### src/verilog/fotp_defs.vh
`ifndef FOTP_DEFS_VH
`define FOTP_DEFS_VH
// command codes
`define FOTP_CMD_READ_ARRAY   16'h00FF
`define FOTP_CMD_READ_ID      16'h0090
`define FOTP_CMD_READ_STATUS  16'h0070
`define FOTP_CMD_CLR_STATUS   16'h0050
`define FOTP_CMD_QUERY        16'h0098
`define FOTP_CMD_OTP_SETUP    16'h00C0
`define FOTP_CMD_PROG_WORD    16'h0040
`define FOTP_CMD_PROG_ALT     16'h0010
`define FOTP_CMD_BUF_SETUP    16'h00E8
`define FOTP_CMD_CONFIRM      16'h00D0
`define FOTP_CMD_ERASE_SETUP  16'h0020
`define FOTP_CMD_SUSPEND      16'h00B0
`define FOTP_CMD_LOCK_SETUP   16'h0060
`define FOTP_CMD_LOCK_BLOCK   16'h0001
`define FOTP_CMD_STS_SETUP    16'h00B8
`define FOTP_CMD_ECR_CONFIRM  16'h0004
`define FOTP_LOCK_USER_VALUE  16'hFFFD
// operation codes on op_i
`define FOTP_OP_READ_ARRAY    5'h00
`define FOTP_OP_READ_ID       5'h01
`define FOTP_OP_READ_STATUS   5'h02
`define FOTP_OP_CLR_STATUS    5'h03
`define FOTP_OP_QUERY         5'h04
`define FOTP_OP_OTP_PROG      5'h05
`define FOTP_OP_OTP_LOCK      5'h06
`define FOTP_OP_PROG          5'h07
`define FOTP_OP_BUF_PROG      5'h08
`define FOTP_OP_ERASE         5'h09
`define FOTP_OP_SUSPEND       5'h0A
`define FOTP_OP_RESUME        5'h0B
`define FOTP_OP_LOCK_BLOCK    5'h0C
`define FOTP_OP_UNLOCK_ALL    5'h0D
`define FOTP_OP_STS_CFG       5'h0E
`define FOTP_OP_ECR           5'h0F
`define FOTP_OP_READ          5'h10
// protection area address map
`define FOTP_AREA_BASE        9'h100
`define FOTP_LOCK_WORD_IDX    3'h0
// status bits
`define FOTP_SR_READY_BIT     7
`define FOTP_SR_PROG_ERR_BIT  4
`define FOTP_SR_LOCK_ERR_BIT  1
// bus timing
`define FOTP_T_WE_NS          70
`define FOTP_T_RD_NS          100
`define FOTP_CLK_NS           40
`endif
### src/verilog/fotp_ctrl.v
`timescale 1ns/1ns
`include "fotp_defs.vh"
module fotp_ctrl #(
	parameter AW = 24,
	parameter DW = 16
) (
	// clock and reset
	input  wire          mclk_i,
	input  wire          reset_n_i,
	// user orders
	input  wire          req_i,
	input  wire [4:0]    op_i,
	input  wire [AW-1:0] addr_i,
	input  wire [DW-1:0] data_i,
	input  wire          byte_mode_i,
	output reg           busy_o,
	output reg           done_o,
	output reg  [DW-1:0] rdata_o,
	output reg           addr_err_o,
	// flash pins
	output reg  [AW-1:0] fl_addr_o,
	output reg  [DW-1:0] fl_dq_o,
	output reg           fl_dq_oe_n_o,
	input  wire [DW-1:0] fl_dq_i,
	output reg           fl_ce_n_o,
	output reg           fl_we_n_o,
	output reg           fl_oe_n_o
);
	localparam [2:0] S_IDLE = 3'h0;
	localparam [2:0] S_C1   = 3'h1;
	localparam [2:0] S_W1   = 3'h2;
	localparam [2:0] S_C2   = 3'h3;
	localparam [2:0] S_W2   = 3'h4;
	localparam [2:0] S_FIN  = 3'h5;
	reg  [2:0]    state_q;
	reg  [4:0]    op_q;
	reg  [AW-1:0] addr_q;
	reg           two_q;
	reg           rd_q;
	reg  [DW-1:0] cmd1_q;
	reg  [AW-1:0] a2_q;
	reg  [DW-1:0] d2_q;
	reg           cyc_start_q;
	reg           cyc_wr_q;
	reg  [AW-1:0] cyc_addr_q;
	reg  [DW-1:0] cyc_data_q;
	wire          cyc_done;
	wire [DW-1:0] cyc_rdata;
	wire [AW-1:0] cyc_fl_addr;
	wire [DW-1:0] cyc_fl_dq;
	wire          cyc_fl_oe_n;
	wire          cyc_ce_n;
	wire          cyc_we_n;
	wire          cyc_oe_n;
	reg  [DW-1:0] c1;
	reg           two;
	reg           rd;
	reg  [AW-1:0] a2;
	reg  [DW-1:0] d2;
	reg           aerr;
	reg  [AW-1:0] otp_addr;
	// otp address space check in either width
	always @* begin
		aerr     = 1'b0;
		otp_addr = {AW{1'b0}};
		if (byte_mode_i) begin
			otp_addr = {{(AW-9){1'b0}}, `FOTP_AREA_BASE} + {{(AW-5){1'b0}}, addr_i[4:0]};
			aerr     = (addr_i[4:0] > 5'h11);
		end else begin
			otp_addr = {{(AW-9){1'b0}}, `FOTP_AREA_BASE} + {{(AW-5){1'b0}}, addr_i[3:0], 1'b0};
			aerr     = (addr_i[3:0] > 4'h8);
		end
		otp_addr = otp_addr & {{(AW-9){1'b0}}, 9'h1FF};
	end
	// command sequence per operation
	always @* begin
		c1  = `FOTP_CMD_READ_ARRAY;
		two = 1'b0;
		rd  = 1'b0;
		a2  = addr_i;
		d2  = data_i;
		case (op_i)
		`FOTP_OP_READ_ARRAY:  c1 = `FOTP_CMD_READ_ARRAY;
		`FOTP_OP_READ_ID:     c1 = `FOTP_CMD_READ_ID;
		`FOTP_OP_READ_STATUS: c1 = `FOTP_CMD_READ_STATUS;
		`FOTP_OP_CLR_STATUS:  c1 = `FOTP_CMD_CLR_STATUS;
		`FOTP_OP_QUERY:       c1 = `FOTP_CMD_QUERY;
		`FOTP_OP_OTP_PROG: begin
			c1  = `FOTP_CMD_OTP_SETUP;
			two = 1'b1;
			a2  = otp_addr;
		end
		`FOTP_OP_OTP_LOCK: begin
			c1  = `FOTP_CMD_OTP_SETUP;
			two = 1'b1;
			a2  = {{(AW-9){1'b0}}, `FOTP_AREA_BASE};
			d2  = `FOTP_LOCK_USER_VALUE;
		end
		`FOTP_OP_PROG: begin
			c1  = data_i[DW-1] ? `FOTP_CMD_PROG_ALT : `FOTP_CMD_PROG_WORD;
			two = 1'b1;
			d2  = {1'b0, data_i[DW-2:0]};
		end
		`FOTP_OP_BUF_PROG: begin
			c1  = `FOTP_CMD_BUF_SETUP;
			two = 1'b1;
			d2  = `FOTP_CMD_CONFIRM;
		end
		`FOTP_OP_ERASE: begin
			c1  = `FOTP_CMD_ERASE_SETUP;
			two = 1'b1;
			d2  = `FOTP_CMD_CONFIRM;
		end
		`FOTP_OP_SUSPEND:     c1 = `FOTP_CMD_SUSPEND;
		`FOTP_OP_RESUME:      c1 = `FOTP_CMD_CONFIRM;
		`FOTP_OP_LOCK_BLOCK: begin
			c1  = `FOTP_CMD_LOCK_SETUP;
			two = 1'b1;
			d2  = `FOTP_CMD_LOCK_BLOCK;
		end
		`FOTP_OP_UNLOCK_ALL: begin
			c1  = `FOTP_CMD_LOCK_SETUP;
			two = 1'b1;
			d2  = `FOTP_CMD_CONFIRM;
		end
		`FOTP_OP_STS_CFG: begin
			c1  = `FOTP_CMD_STS_SETUP;
			two = 1'b1;
		end
		`FOTP_OP_ECR: begin
			c1  = `FOTP_CMD_LOCK_SETUP;
			two = 1'b1;
			d2  = `FOTP_CMD_ECR_CONFIRM;
		end
		`FOTP_OP_READ: rd = 1'b1;
		default: c1 = `FOTP_CMD_READ_ARRAY;
		endcase
	end
	always @(posedge mclk_i or negedge reset_n_i) begin
		if (!reset_n_i) begin
			state_q     <= S_IDLE;
			op_q        <= 5'h00;
			addr_q      <= {AW{1'b0}};
			two_q       <= 1'b0;
			rd_q        <= 1'b0;
			cmd1_q      <= {DW{1'b0}};
			a2_q        <= {AW{1'b0}};
			d2_q        <= {DW{1'b0}};
			cyc_start_q <= 1'b0;
			cyc_wr_q    <= 1'b0;
			cyc_addr_q  <= {AW{1'b0}};
			cyc_data_q  <= {DW{1'b0}};
			busy_o      <= 1'b0;
			done_o      <= 1'b0;
			rdata_o     <= {DW{1'b0}};
			addr_err_o  <= 1'b0;
		end else begin
			cyc_start_q <= 1'b0;
			done_o      <= 1'b0;
			case (state_q)
			S_IDLE: begin
				if (req_i) begin
					op_q       <= op_i;
					addr_q     <= addr_i;
					two_q      <= two;
					rd_q       <= rd;
					cmd1_q     <= c1;
					a2_q       <= a2;
					d2_q       <= d2;
					addr_err_o <= (op_i == `FOTP_OP_OTP_PROG) && aerr;
					busy_o     <= 1'b1;
					state_q    <= S_C1;
				end
			end
			S_C1: begin
				cyc_start_q <= 1'b1;
				cyc_wr_q    <= ~rd_q;
				cyc_addr_q  <= addr_q;
				cyc_data_q  <= cmd1_q;
				state_q     <= S_W1;
			end
			S_W1: begin
				if (cyc_done) begin
					if (rd_q) begin
						rdata_o <= cyc_rdata;
					end
					state_q <= two_q ? S_C2 : S_FIN;
				end
			end
			S_C2: begin
				cyc_start_q <= 1'b1;
				cyc_wr_q    <= 1'b1;
				// ecr value rides the address; otp orders switch to the area address, all others repeat the first address
				cyc_addr_q  <= (op_q == `FOTP_OP_OTP_PROG || op_q == `FOTP_OP_OTP_LOCK)
					? a2_q : addr_q;
				cyc_data_q  <= d2_q;
				state_q     <= S_W2;
			end
			S_W2: begin
				if (cyc_done) begin
					state_q <= S_FIN;
				end
			end
			S_FIN: begin
				busy_o  <= 1'b0;
				done_o  <= 1'b1;
				state_q <= S_IDLE;
			end
			default: begin
				state_q <= S_IDLE;
			end
			endcase
		end
	end
	// pins come from the cycle engine flops
	always @(posedge mclk_i or negedge reset_n_i) begin
		if (!reset_n_i) begin
			fl_addr_o    <= {AW{1'b0}};
			fl_dq_o      <= {DW{1'b0}};
			fl_dq_oe_n_o <= 1'b1;
			fl_ce_n_o    <= 1'b1;
			fl_we_n_o    <= 1'b1;
			fl_oe_n_o    <= 1'b1;
		end else begin
			fl_addr_o    <= cyc_fl_addr;
			fl_dq_o      <= cyc_fl_dq;
			fl_dq_oe_n_o <= cyc_fl_oe_n;
			fl_ce_n_o    <= cyc_ce_n;
			fl_we_n_o    <= cyc_we_n;
			fl_oe_n_o    <= cyc_oe_n;
		end
	end
	fotp_cycle #(
		.AW (AW),
		.DW (DW)
	) u_cycle (
		.mclk_i       (mclk_i),
		.reset_n_i    (reset_n_i),
		.start_i      (cyc_start_q),
		.write_i      (cyc_wr_q),
		.addr_i       (cyc_addr_q),
		.wdata_i      (cyc_data_q),
		.done_o       (cyc_done),
		.rdata_o      (cyc_rdata),
		.fl_addr_o    (cyc_fl_addr),
		.fl_dq_o      (cyc_fl_dq),
		.fl_dq_oe_n_o (cyc_fl_oe_n),
		.fl_dq_i      (fl_dq_i),
		.fl_ce_n_o    (cyc_ce_n),
		.fl_we_n_o    (cyc_we_n),
		.fl_oe_n_o    (cyc_oe_n)
	);
endmodule // fotp_ctrl

### src/verilog/fotp_cycle.v
`timescale 1ns/1ns
`include "fotp_defs.vh"
// one asynchronous bus write or read cycle
module fotp_cycle #(
	parameter AW = 24,
	parameter DW = 16
) (
	// clock and reset
	input  wire          mclk_i,
	input  wire          reset_n_i,
	// request
	input  wire          start_i,
	input  wire          write_i,
	input  wire [AW-1:0] addr_i,
	input  wire [DW-1:0] wdata_i,
	output reg           done_o,
	output reg  [DW-1:0] rdata_o,
	// pins
	output reg  [AW-1:0] fl_addr_o,
	output reg  [DW-1:0] fl_dq_o,
	output reg           fl_dq_oe_n_o,
	input  wire [DW-1:0] fl_dq_i,
	output reg           fl_ce_n_o,
	output reg           fl_we_n_o,
	output reg           fl_oe_n_o
);
	localparam integer WE_CYC = (`FOTP_T_WE_NS + `FOTP_CLK_NS - 1) / `FOTP_CLK_NS;
	localparam integer RD_CYC = (`FOTP_T_RD_NS + `FOTP_CLK_NS - 1) / `FOTP_CLK_NS;
	localparam [1:0] S_IDLE = 2'h0;
	localparam [1:0] S_ACT  = 2'h1;
	localparam [1:0] S_REC  = 2'h2;
	reg [1:0] state_q;
	reg [3:0] cnt_q;
	reg       wr_q;
	always @(posedge mclk_i or negedge reset_n_i) begin
		if (!reset_n_i) begin
			state_q      <= S_IDLE;
			cnt_q        <= 4'h0;
			wr_q         <= 1'b0;
			done_o       <= 1'b0;
			rdata_o      <= {DW{1'b0}};
			fl_addr_o    <= {AW{1'b0}};
			fl_dq_o      <= {DW{1'b0}};
			fl_dq_oe_n_o <= 1'b1;
			fl_ce_n_o    <= 1'b1;
			fl_we_n_o    <= 1'b1;
			fl_oe_n_o    <= 1'b1;
		end else begin
			done_o <= 1'b0;
			case (state_q)
			S_IDLE: begin
				if (start_i) begin
					wr_q         <= write_i;
					fl_addr_o    <= addr_i;
					fl_dq_o      <= wdata_i;
					fl_dq_oe_n_o <= ~write_i;
					fl_ce_n_o    <= 1'b0;
					fl_we_n_o    <= ~write_i;
					fl_oe_n_o    <= write_i;
					cnt_q        <= write_i ? WE_CYC[3:0] : RD_CYC[3:0];
					state_q      <= S_ACT;
				end
			end
			S_ACT: begin
				if (cnt_q > 4'h1) begin
					cnt_q <= cnt_q - 4'h1;
				end else begin
					if (!wr_q) begin
						rdata_o <= fl_dq_i;
					end
					fl_we_n_o <= 1'b1;
					fl_oe_n_o <= 1'b1;
					fl_ce_n_o <= 1'b1;
					state_q   <= S_REC;
				end
			end
			S_REC: begin
				fl_dq_oe_n_o <= 1'b1;
				done_o       <= 1'b1;
				state_q      <= S_IDLE;
			end
			default: begin
				state_q <= S_IDLE;
			end
			endcase
		end
	end
endmodule // fotp_cycle

### config.mk
export PLATFORM = sky130hd
export DESIGN_NAME = fotp_ctrl
export DESIGN_NICKNAME = d
export VERILOG_FILES = /design/src/verilog/fotp_ctrl.v /design/src/verilog/fotp_cycle.v
export VERILOG_INCLUDE_DIRS = /design/src /design/src/verilog
export SDC_FILE = /design/constraint.sdc
export NUM_CORES = 1
export LEC_CHECK = 0
export ABC_AREA = 1
export BUFFER_PORTS_ARGS = -buffer_cell sky130_fd_sc_hd__buf_4
export CORE_ASPECT_RATIO = 0.9
export CORE_MARGIN = 2
export CORE_UTILIZATION = 45
export DETAILED_ROUTE_END_ITERATION = 10
export PLACE_DENSITY = 0.65
export SKIP_LAST_GASP = 1
export SLEW_MARGIN = 10
export SYNTH_ARGS = -nofsm -noshare
export SYNTH_HDL_FRONTEND = slang
export SYNTH_SLANG_ARGS = --single-unit
### constraint.sdc
create_clock -name mclk_i -period 3.2 [get_ports mclk_i]
set_input_delay 0.48 -clock mclk_i [delete_from_list [all_inputs] [get_ports mclk_i]]
set_output_delay 0.48 -clock mclk_i [all_outputs]
set_load 0.01 [all_outputs]
After elaboration in Yosys (flattened, before gate mapping):

Cells that the tools add are included.
Widths: inputs -> output; s select.

* bits in registers: 263
* input bits: 65
* output and inout bits: 63
* logic and storage cells: 134

* add/sub/neg operators: 3
* order comparisons: 3
* equal/unequal tests: 31
* mux-type cells: 37
* bitwise gates (word level): 4
* reductions and logical operators: 23

Operators by type and width (count)
* $pmux 24 s2: 2
* $pmux 8 s12: 1
* $pmux 16 s5: 1
* $eq 5x4->1 const B: 8
* $pmux 16 s2: 1
* $eq 5x3->1 const B: 6
* $mux 24: 1
* $add 9x5->9 const A: 2
* $pmux 3 s5: 1
* $reduce_and 3->1: 5
* $mux 1: 12
* $mux 3: 4
* $pmux 1 s2: 6
* $eq 5x2->1 const B: 2
* $reduce_and 2->1: 5
* $mux 9: 1
* $reduce_or 9->1: 1
* $mux 4: 2
* $pmux 4 s2: 1
* $reduce_bool 2->1: 4
* $mux 7: 1
* $eq 3x2->1 const B: 2
* $eq 3x3->1 const B: 2
* $ne 2x1->1 const B: 3
* other kinds (19): 27

Depth between registers and ports, before layout:

* depth in word-level cells: 4
* depth in mapped cells: 10
* gate-level depth less buffers: 10

By module:

From an unflattened synthesis, not the netlist that was laid out.

* cell total of the unflattened synthesis: 1079
* area total of the unflattened synthesis: 10084.7 µm²

By module, submodules not included
* fotp_ctrl: times used 1, cells an instance 771, area each 7355.8 µm², seq. area each 4634.4 µm²
* fotp_cycle: times used 1, cells an instance 308, area each 2728.9 µm², seq. area each 1706.6 µm²

Worst setup path after synthesis:

No wires, ideal clock.

* kind: input port to flip-flop
* start point: in op_i[1]
* end point: reg a2_q[4]
* library setup time: 0.138 ns
* data arrival time: 1.367 ns
* data required time: 3.062 ns
* setup slack: 1.695 ns
* cell stages on the path: 6
* buffers on the path: 2
* path through: buf_4 -> nor2_2 -> nand3_1 -> nand2_1 -> buf_2 -> o221ai_1

* longest elaborated chain between the ends: 2
* elaborated cells on any way between the ends: 3
* those cells by class: eq/ne (2); mux (1)

Ends and longest elaborated chain
* start, declared: RTL line fotp_ctrl.v:12 `input wire [4:0] op_i,`
* $eq 5x3->1: RTL line fotp_ctrl.v:82 `case (op_i)`
* $pmux 24 s2 *: RTL line fotp_ctrl.v:82
* end signal, assigned: RTL line fotp_ctrl.v:147 `a2_q <= {AW{1'b0}};`
* end, declared: RTL line fotp_ctrl.v:41 `reg [AW-1:0] a2_q;`

Mark *: on every way between the ends. The rest lies on a longest branch, timed or not.
A chain may end at the register's enable or synchronous reset.

Worst setup path after layout:

* start point: reg state_q[1]
* end point: reg cyc_addr_q[14]

* longest elaborated chain between the ends: 2
* elaborated cells on any way between the ends: 4
* those cells by class: eq/ne (2); mux (1); reduce/logical (1)

Ends and longest elaborated chain
* start, declared: RTL line fotp_ctrl.v:35 `reg [2:0] state_q;`
* start signal, assigned: RTL line fotp_ctrl.v:187 `state_q <= two_q ? S_C2 : S_FIN;`
* $eq 3x2->1 / $eq 3x1->1 (equally long branches): RTL line fotp_ctrl.v:160 `case (state_q)`
* $pmux 24 s2 / $reduce_bool 2->1 (equally long branches)
* end signal, assigned: RTL line fotp_ctrl.v:151 `cyc_addr_q <= {AW{1'b0}};`
* end signal, assigned: RTL line fotp_ctrl.v:178 `cyc_addr_q <= addr_q;`
* end signal, assigned: RTL line fotp_ctrl.v:194 `` cyc_addr_q <= (op_q == `FOTP_OP_OTP_PROG || op_q == `FOTP_OP_OTP_LOCK) ``
* end, declared: RTL line fotp_ctrl.v:45 `reg [AW-1:0] cyc_addr_q;`

Parallel ways exist; a longest one is shown, timed or not.

==> metrics.md <==
| Metric | Value |
|---|---|
| I/O pins | `128` |
| Die footprint | `0.0230 mm^2` |
| Setup crit end | `cyc_addr_q[14]` |
| Post-synthesis instance total | `1,007` |
| FF-to-FF Start | `state_q[1]` |
| Reg2reg setup slack | `1.19 ns` |
| Tot Pwr | `11.1 mW` |
| Status | `completed` |
| Largest net degree at the start of global routing | `111` |
| Register clock-pin slew on the reported worst setup and hold paths | `0.06 ns` |
| Clock group share of total power | `26.9%` |
| Worst path max stage delay | `0.56 ns` |
| CP startpoint kind | `flop` |
| Sequential Area | `0.00634 mm^2` |
| Slowest CP cell | `dfrtp_1` |
| Worst relative slew slack | `46.2%` |
| Vias | `7,030` |
| Initial antenna violation count | `0` |
| GPL Wtd Cong | `0.863` |
| Die W | `160 um` |
| First-pass GRT wire length | `34,500 um` |
| Final Cycle Share | `62.8%` |
| FP Rows | `51` |
| Crit end category | `flop` |
| DRT iter0 DRCs | `492` |
| Antenna Cells | `0` |
| Layout cell share with drive strength beyond 1 | `19.4%` |
| Crit path arrival time | `2.38 ns` |
| Total wire length | `20,800 um` |
| CTS tree | `done` |
| Internal power | `7.58 mW` |
| Vias in the first global route | `6,758` |
| Ys Warns | `0` |
| Gr ovfl total | `0` |
| Post-synth top area cell | `dfrtp_1` |
| CTS root buffer | `clkbuf_16` |
| Routed wire per std cell | `14.5 um` |
| Worst-path fanout max | `25` |
| Part of the power in combinational logic | `26.9%` |
| Pwr Density | `937 mW/mm^2` |
| Maximum vdd drop | `0.000427 V` |
| Critical path class | `reg2reg` |
| Worst clock skew | `0.0112 ns` |
| Max Slew Vio Count | `0` |
| Antenna Nets Post-Route | `0` |
| Switch share | `32.0%` |
| Setup crit start | `state_q[1]` |
| Setup total negative slack | `0 ns` |
| RSZ-0062 raised after global routing | `false` |
| Max clock buf depth | `3` |
| Leak | `6.16 nW` |
| Period minus WS final | `2.01 ns` |
| Max_cap viols | `0` |
| FF-to-FF End | `cyc_addr_q[14]` |
| Synthesis-to-finish area growth | `21.1%` |
| Fin nets | `1,197` |
| Overall Global Routing Usage | `18.4%` |
| Yosys top cell area share | `62.4%` |
| Synth area leaders | `dfrtp_1 62%, nand2_1 11%, o21ai_0 3.3%` |
| Synthesized cell area | `0.00982 mm^2` |
| Hold Startpoint | `addr_i[7]` |
| Placed wire-length estimate | `13,500 um` |
| Yosys reg bits | `253` |
| Cell Chain, Critical Path | `nand2_2, nor2_4, buf_4, inv_2, nor2_1, o22ai_1` |
| DRC viols | `0` |
| Core region area | `0.0215 mm^2` |
| Sequential share of the synthesized area | `64.6%` |
| R2R depth | `6` |
| Fin. Hold Viols | `0` |
| Post-CTS Setup Inserts | `0` |
| Via density | `4.89` |
| Die height | `144 um` |
| Final setup viols | `0` |
| CTS buffer count | `26` |
| Register share of total power | `46.2%` |
| Worst Hold Class | `in2reg` |
| Slew @ Worst Pin | `0.806 ns` |
| CTS H-tree lvls | `1` |
| Port buffer count | `127` |
| Clk_lat worst skew | `0.52 ns` |
| Multi-input logic area | `0.00291 mm^2` |
| Fill count | `1,934` |
| CTS sink cnt | `253` |
| Drt pass-1 iters | `5` |
| Sw power | `3.57 mW` |
| Post-synthesis area per instance | `9.75 um^2` |
| Required @ worst endpoint | `3.57 ns` |
| Achievable frequency | `498 MHz` |
| Distinct cells, synth | `36` |
| Syn nets | `1,074` |
| Starting Density | `45.7%` |
worst max-delay path: cells and delay by family, from the launching register on:
kind,cells,cell delay [ns]
buffers and inverters,2,0.58
AO/OA/AOI/OAI,1,0.09
AND/OR/NAND/NOR,3,0.63
flip-flops,1,0.56
layout by cell type, fill, tap and decap left out, types with 2 or more instances in the layout:
master,count
nand2_1,292
dfrtp_1,245
buf_4,137
inv_1,82
nor2_1,65
o21ai_0,64
o21ai_1,40
nand3_1,39
o22ai_1,36
clkbuf_16,27
a21oi_1,16
inv_2,11
mux2_1,10
nor2_2,8
dfstp_2,8
mux2_2,6
clkbuf_1,6
clkbuf_8,6
o211ai_1,5
nor2_4,4
nand2_2,4
a31oi_1,4
nor3_1,3
nand3_2,3
clkinv_2,3
o221ai_1,2
or2_0,2
a2bb2oi_1,2
nand4_1,2
ha_1,2
bufinv_16,2
logic make-up (layout without fill, tap and decap cells):
| family | count (synthesis) | in the layout | synth area share [%] |
|---|---|---|---|
| AND/OR/NAND/NOR | 422 | 422 | 17.5 |
| buffers and inverters | 139 | 278 | 5.84 |
| multiplexers | 16 | 16 | 1.84 |
| XOR/XNOR | 1 | 1 | 0.0892 |
| adder cells (fa/ha/maj) | 2 | 2 | 0.255 |
| flip-flops | 253 | 253 | 64.6 |
| AO/OA/AOI/OAI | 174 | 174 | 9.85 |
timing repair:
| action | CTS | global route |
|---|---|---|
| endpoints found under the hold margin | 53 | 0 |
| endpoints found under the setup margin | 0 | 0 |
| hold buffers | 1 | 0 |
| gates resized for setup | 0 | 0 |
metal layers:
layer,global-route usage (%),wire length (um),up-vias
li1,-,-,3486
met1,27.9,10300,3339
met2,27.7,9090,173
met3,2.87,992,32
met4,4.88,438,0
met5,0,0,-
how the worst min path moves through the flow:
stage | end | slack, ns | cells after the start
floorplan | a2_q[0] | 0.18 | 0
global placement | fl_dq_oe_n_o | 0.36 | 0
detailed placement | fl_dq_oe_n_o | 0.36 | 0
CTS | addr_q[8] | 0.18 | 3
global route | addr_q[9] | 0.19 | 3
finish | addr_q[7] | 0.19 | 3
through the flow:
stage                     setup WS, ns  std cells  utilization [%]  cell area (um^2)  hold slack [ns]
after floorplan                   1.70       1007                -              9820            0.184
after global placement            1.21       1392             51.3             11000            0.357
after detailed placement          1.15       1392             51.3             11000            0.357
after CTS                         1.16       1437             55.3             11900            0.175
after global routing             0.949       1437             55.3             11900            0.185
final                             1.19       1437             55.3             11900            0.187
registers in the layout (all words and copies together) (netlist names), 4 cells and up:
register and flops:
u_cycle.rdata_o 16, addr_q 24, fl_dq_o 16, a2_q 24, rdata_o 16, u_cycle.cnt_q 4
cyc_addr_q 24, cyc_data_q 16, u_cycle.fl_addr_o 24, u_cycle.fl_dq_o 16, op_q 5, d2_q 16
cmd1_q 6, fl_addr_o 24
power groups by stage:
stage	combinational, mW	clock [mW]	sequential, mW
2_1_floorplan	1.90	0	5.18
4_1_cts	3.05	3.06	5.16
6_report	3.00	3.00	5.15
5_1_grt	3.45	3.21	5.31
3_5_place_dp	3.02	0	5.20
3_3_place_gp	2.94	0	5.17
layout make-up:
class                   count  area share (%)
clock inverters             5           0.631
multi-input cells         615            24.4
clock buffers              39            6.56
well taps                 291            3.06
repair buffers            140            9.03
flip-flops and latches    253            53.3
inverters                  94            2.97
cell usage after synthesis:
cell and number:
xnor2_1 1, a41oi_1 1, a31oi_1 4, a21boi_0 1, ha_1 2, nor2_2 8, mux2_1 10, buf_4 7
o21a_1 1, dfstp_2 8, buf_2 20, o211ai_2 1, a22oi_1 1, nor3_1 3, nor2_1 65, clkinv_1 1
inv_1 82, nand3_1 39, dfrtp_1 245, nand2_1 293, mux2_2 6, or2_0 2, o21ai_0 64, o22ai_1 36
o21ai_1 40, nor2_4 4, nand3_2 3, nand4_1 2, nand2_2 3, inv_2 11, o211ai_1 5, o221ai_1 2
clkbuf_1 13, buf_1 5, a21oi_1 16, a2bb2oi_1 2
(Power assumes the default switching activity.)
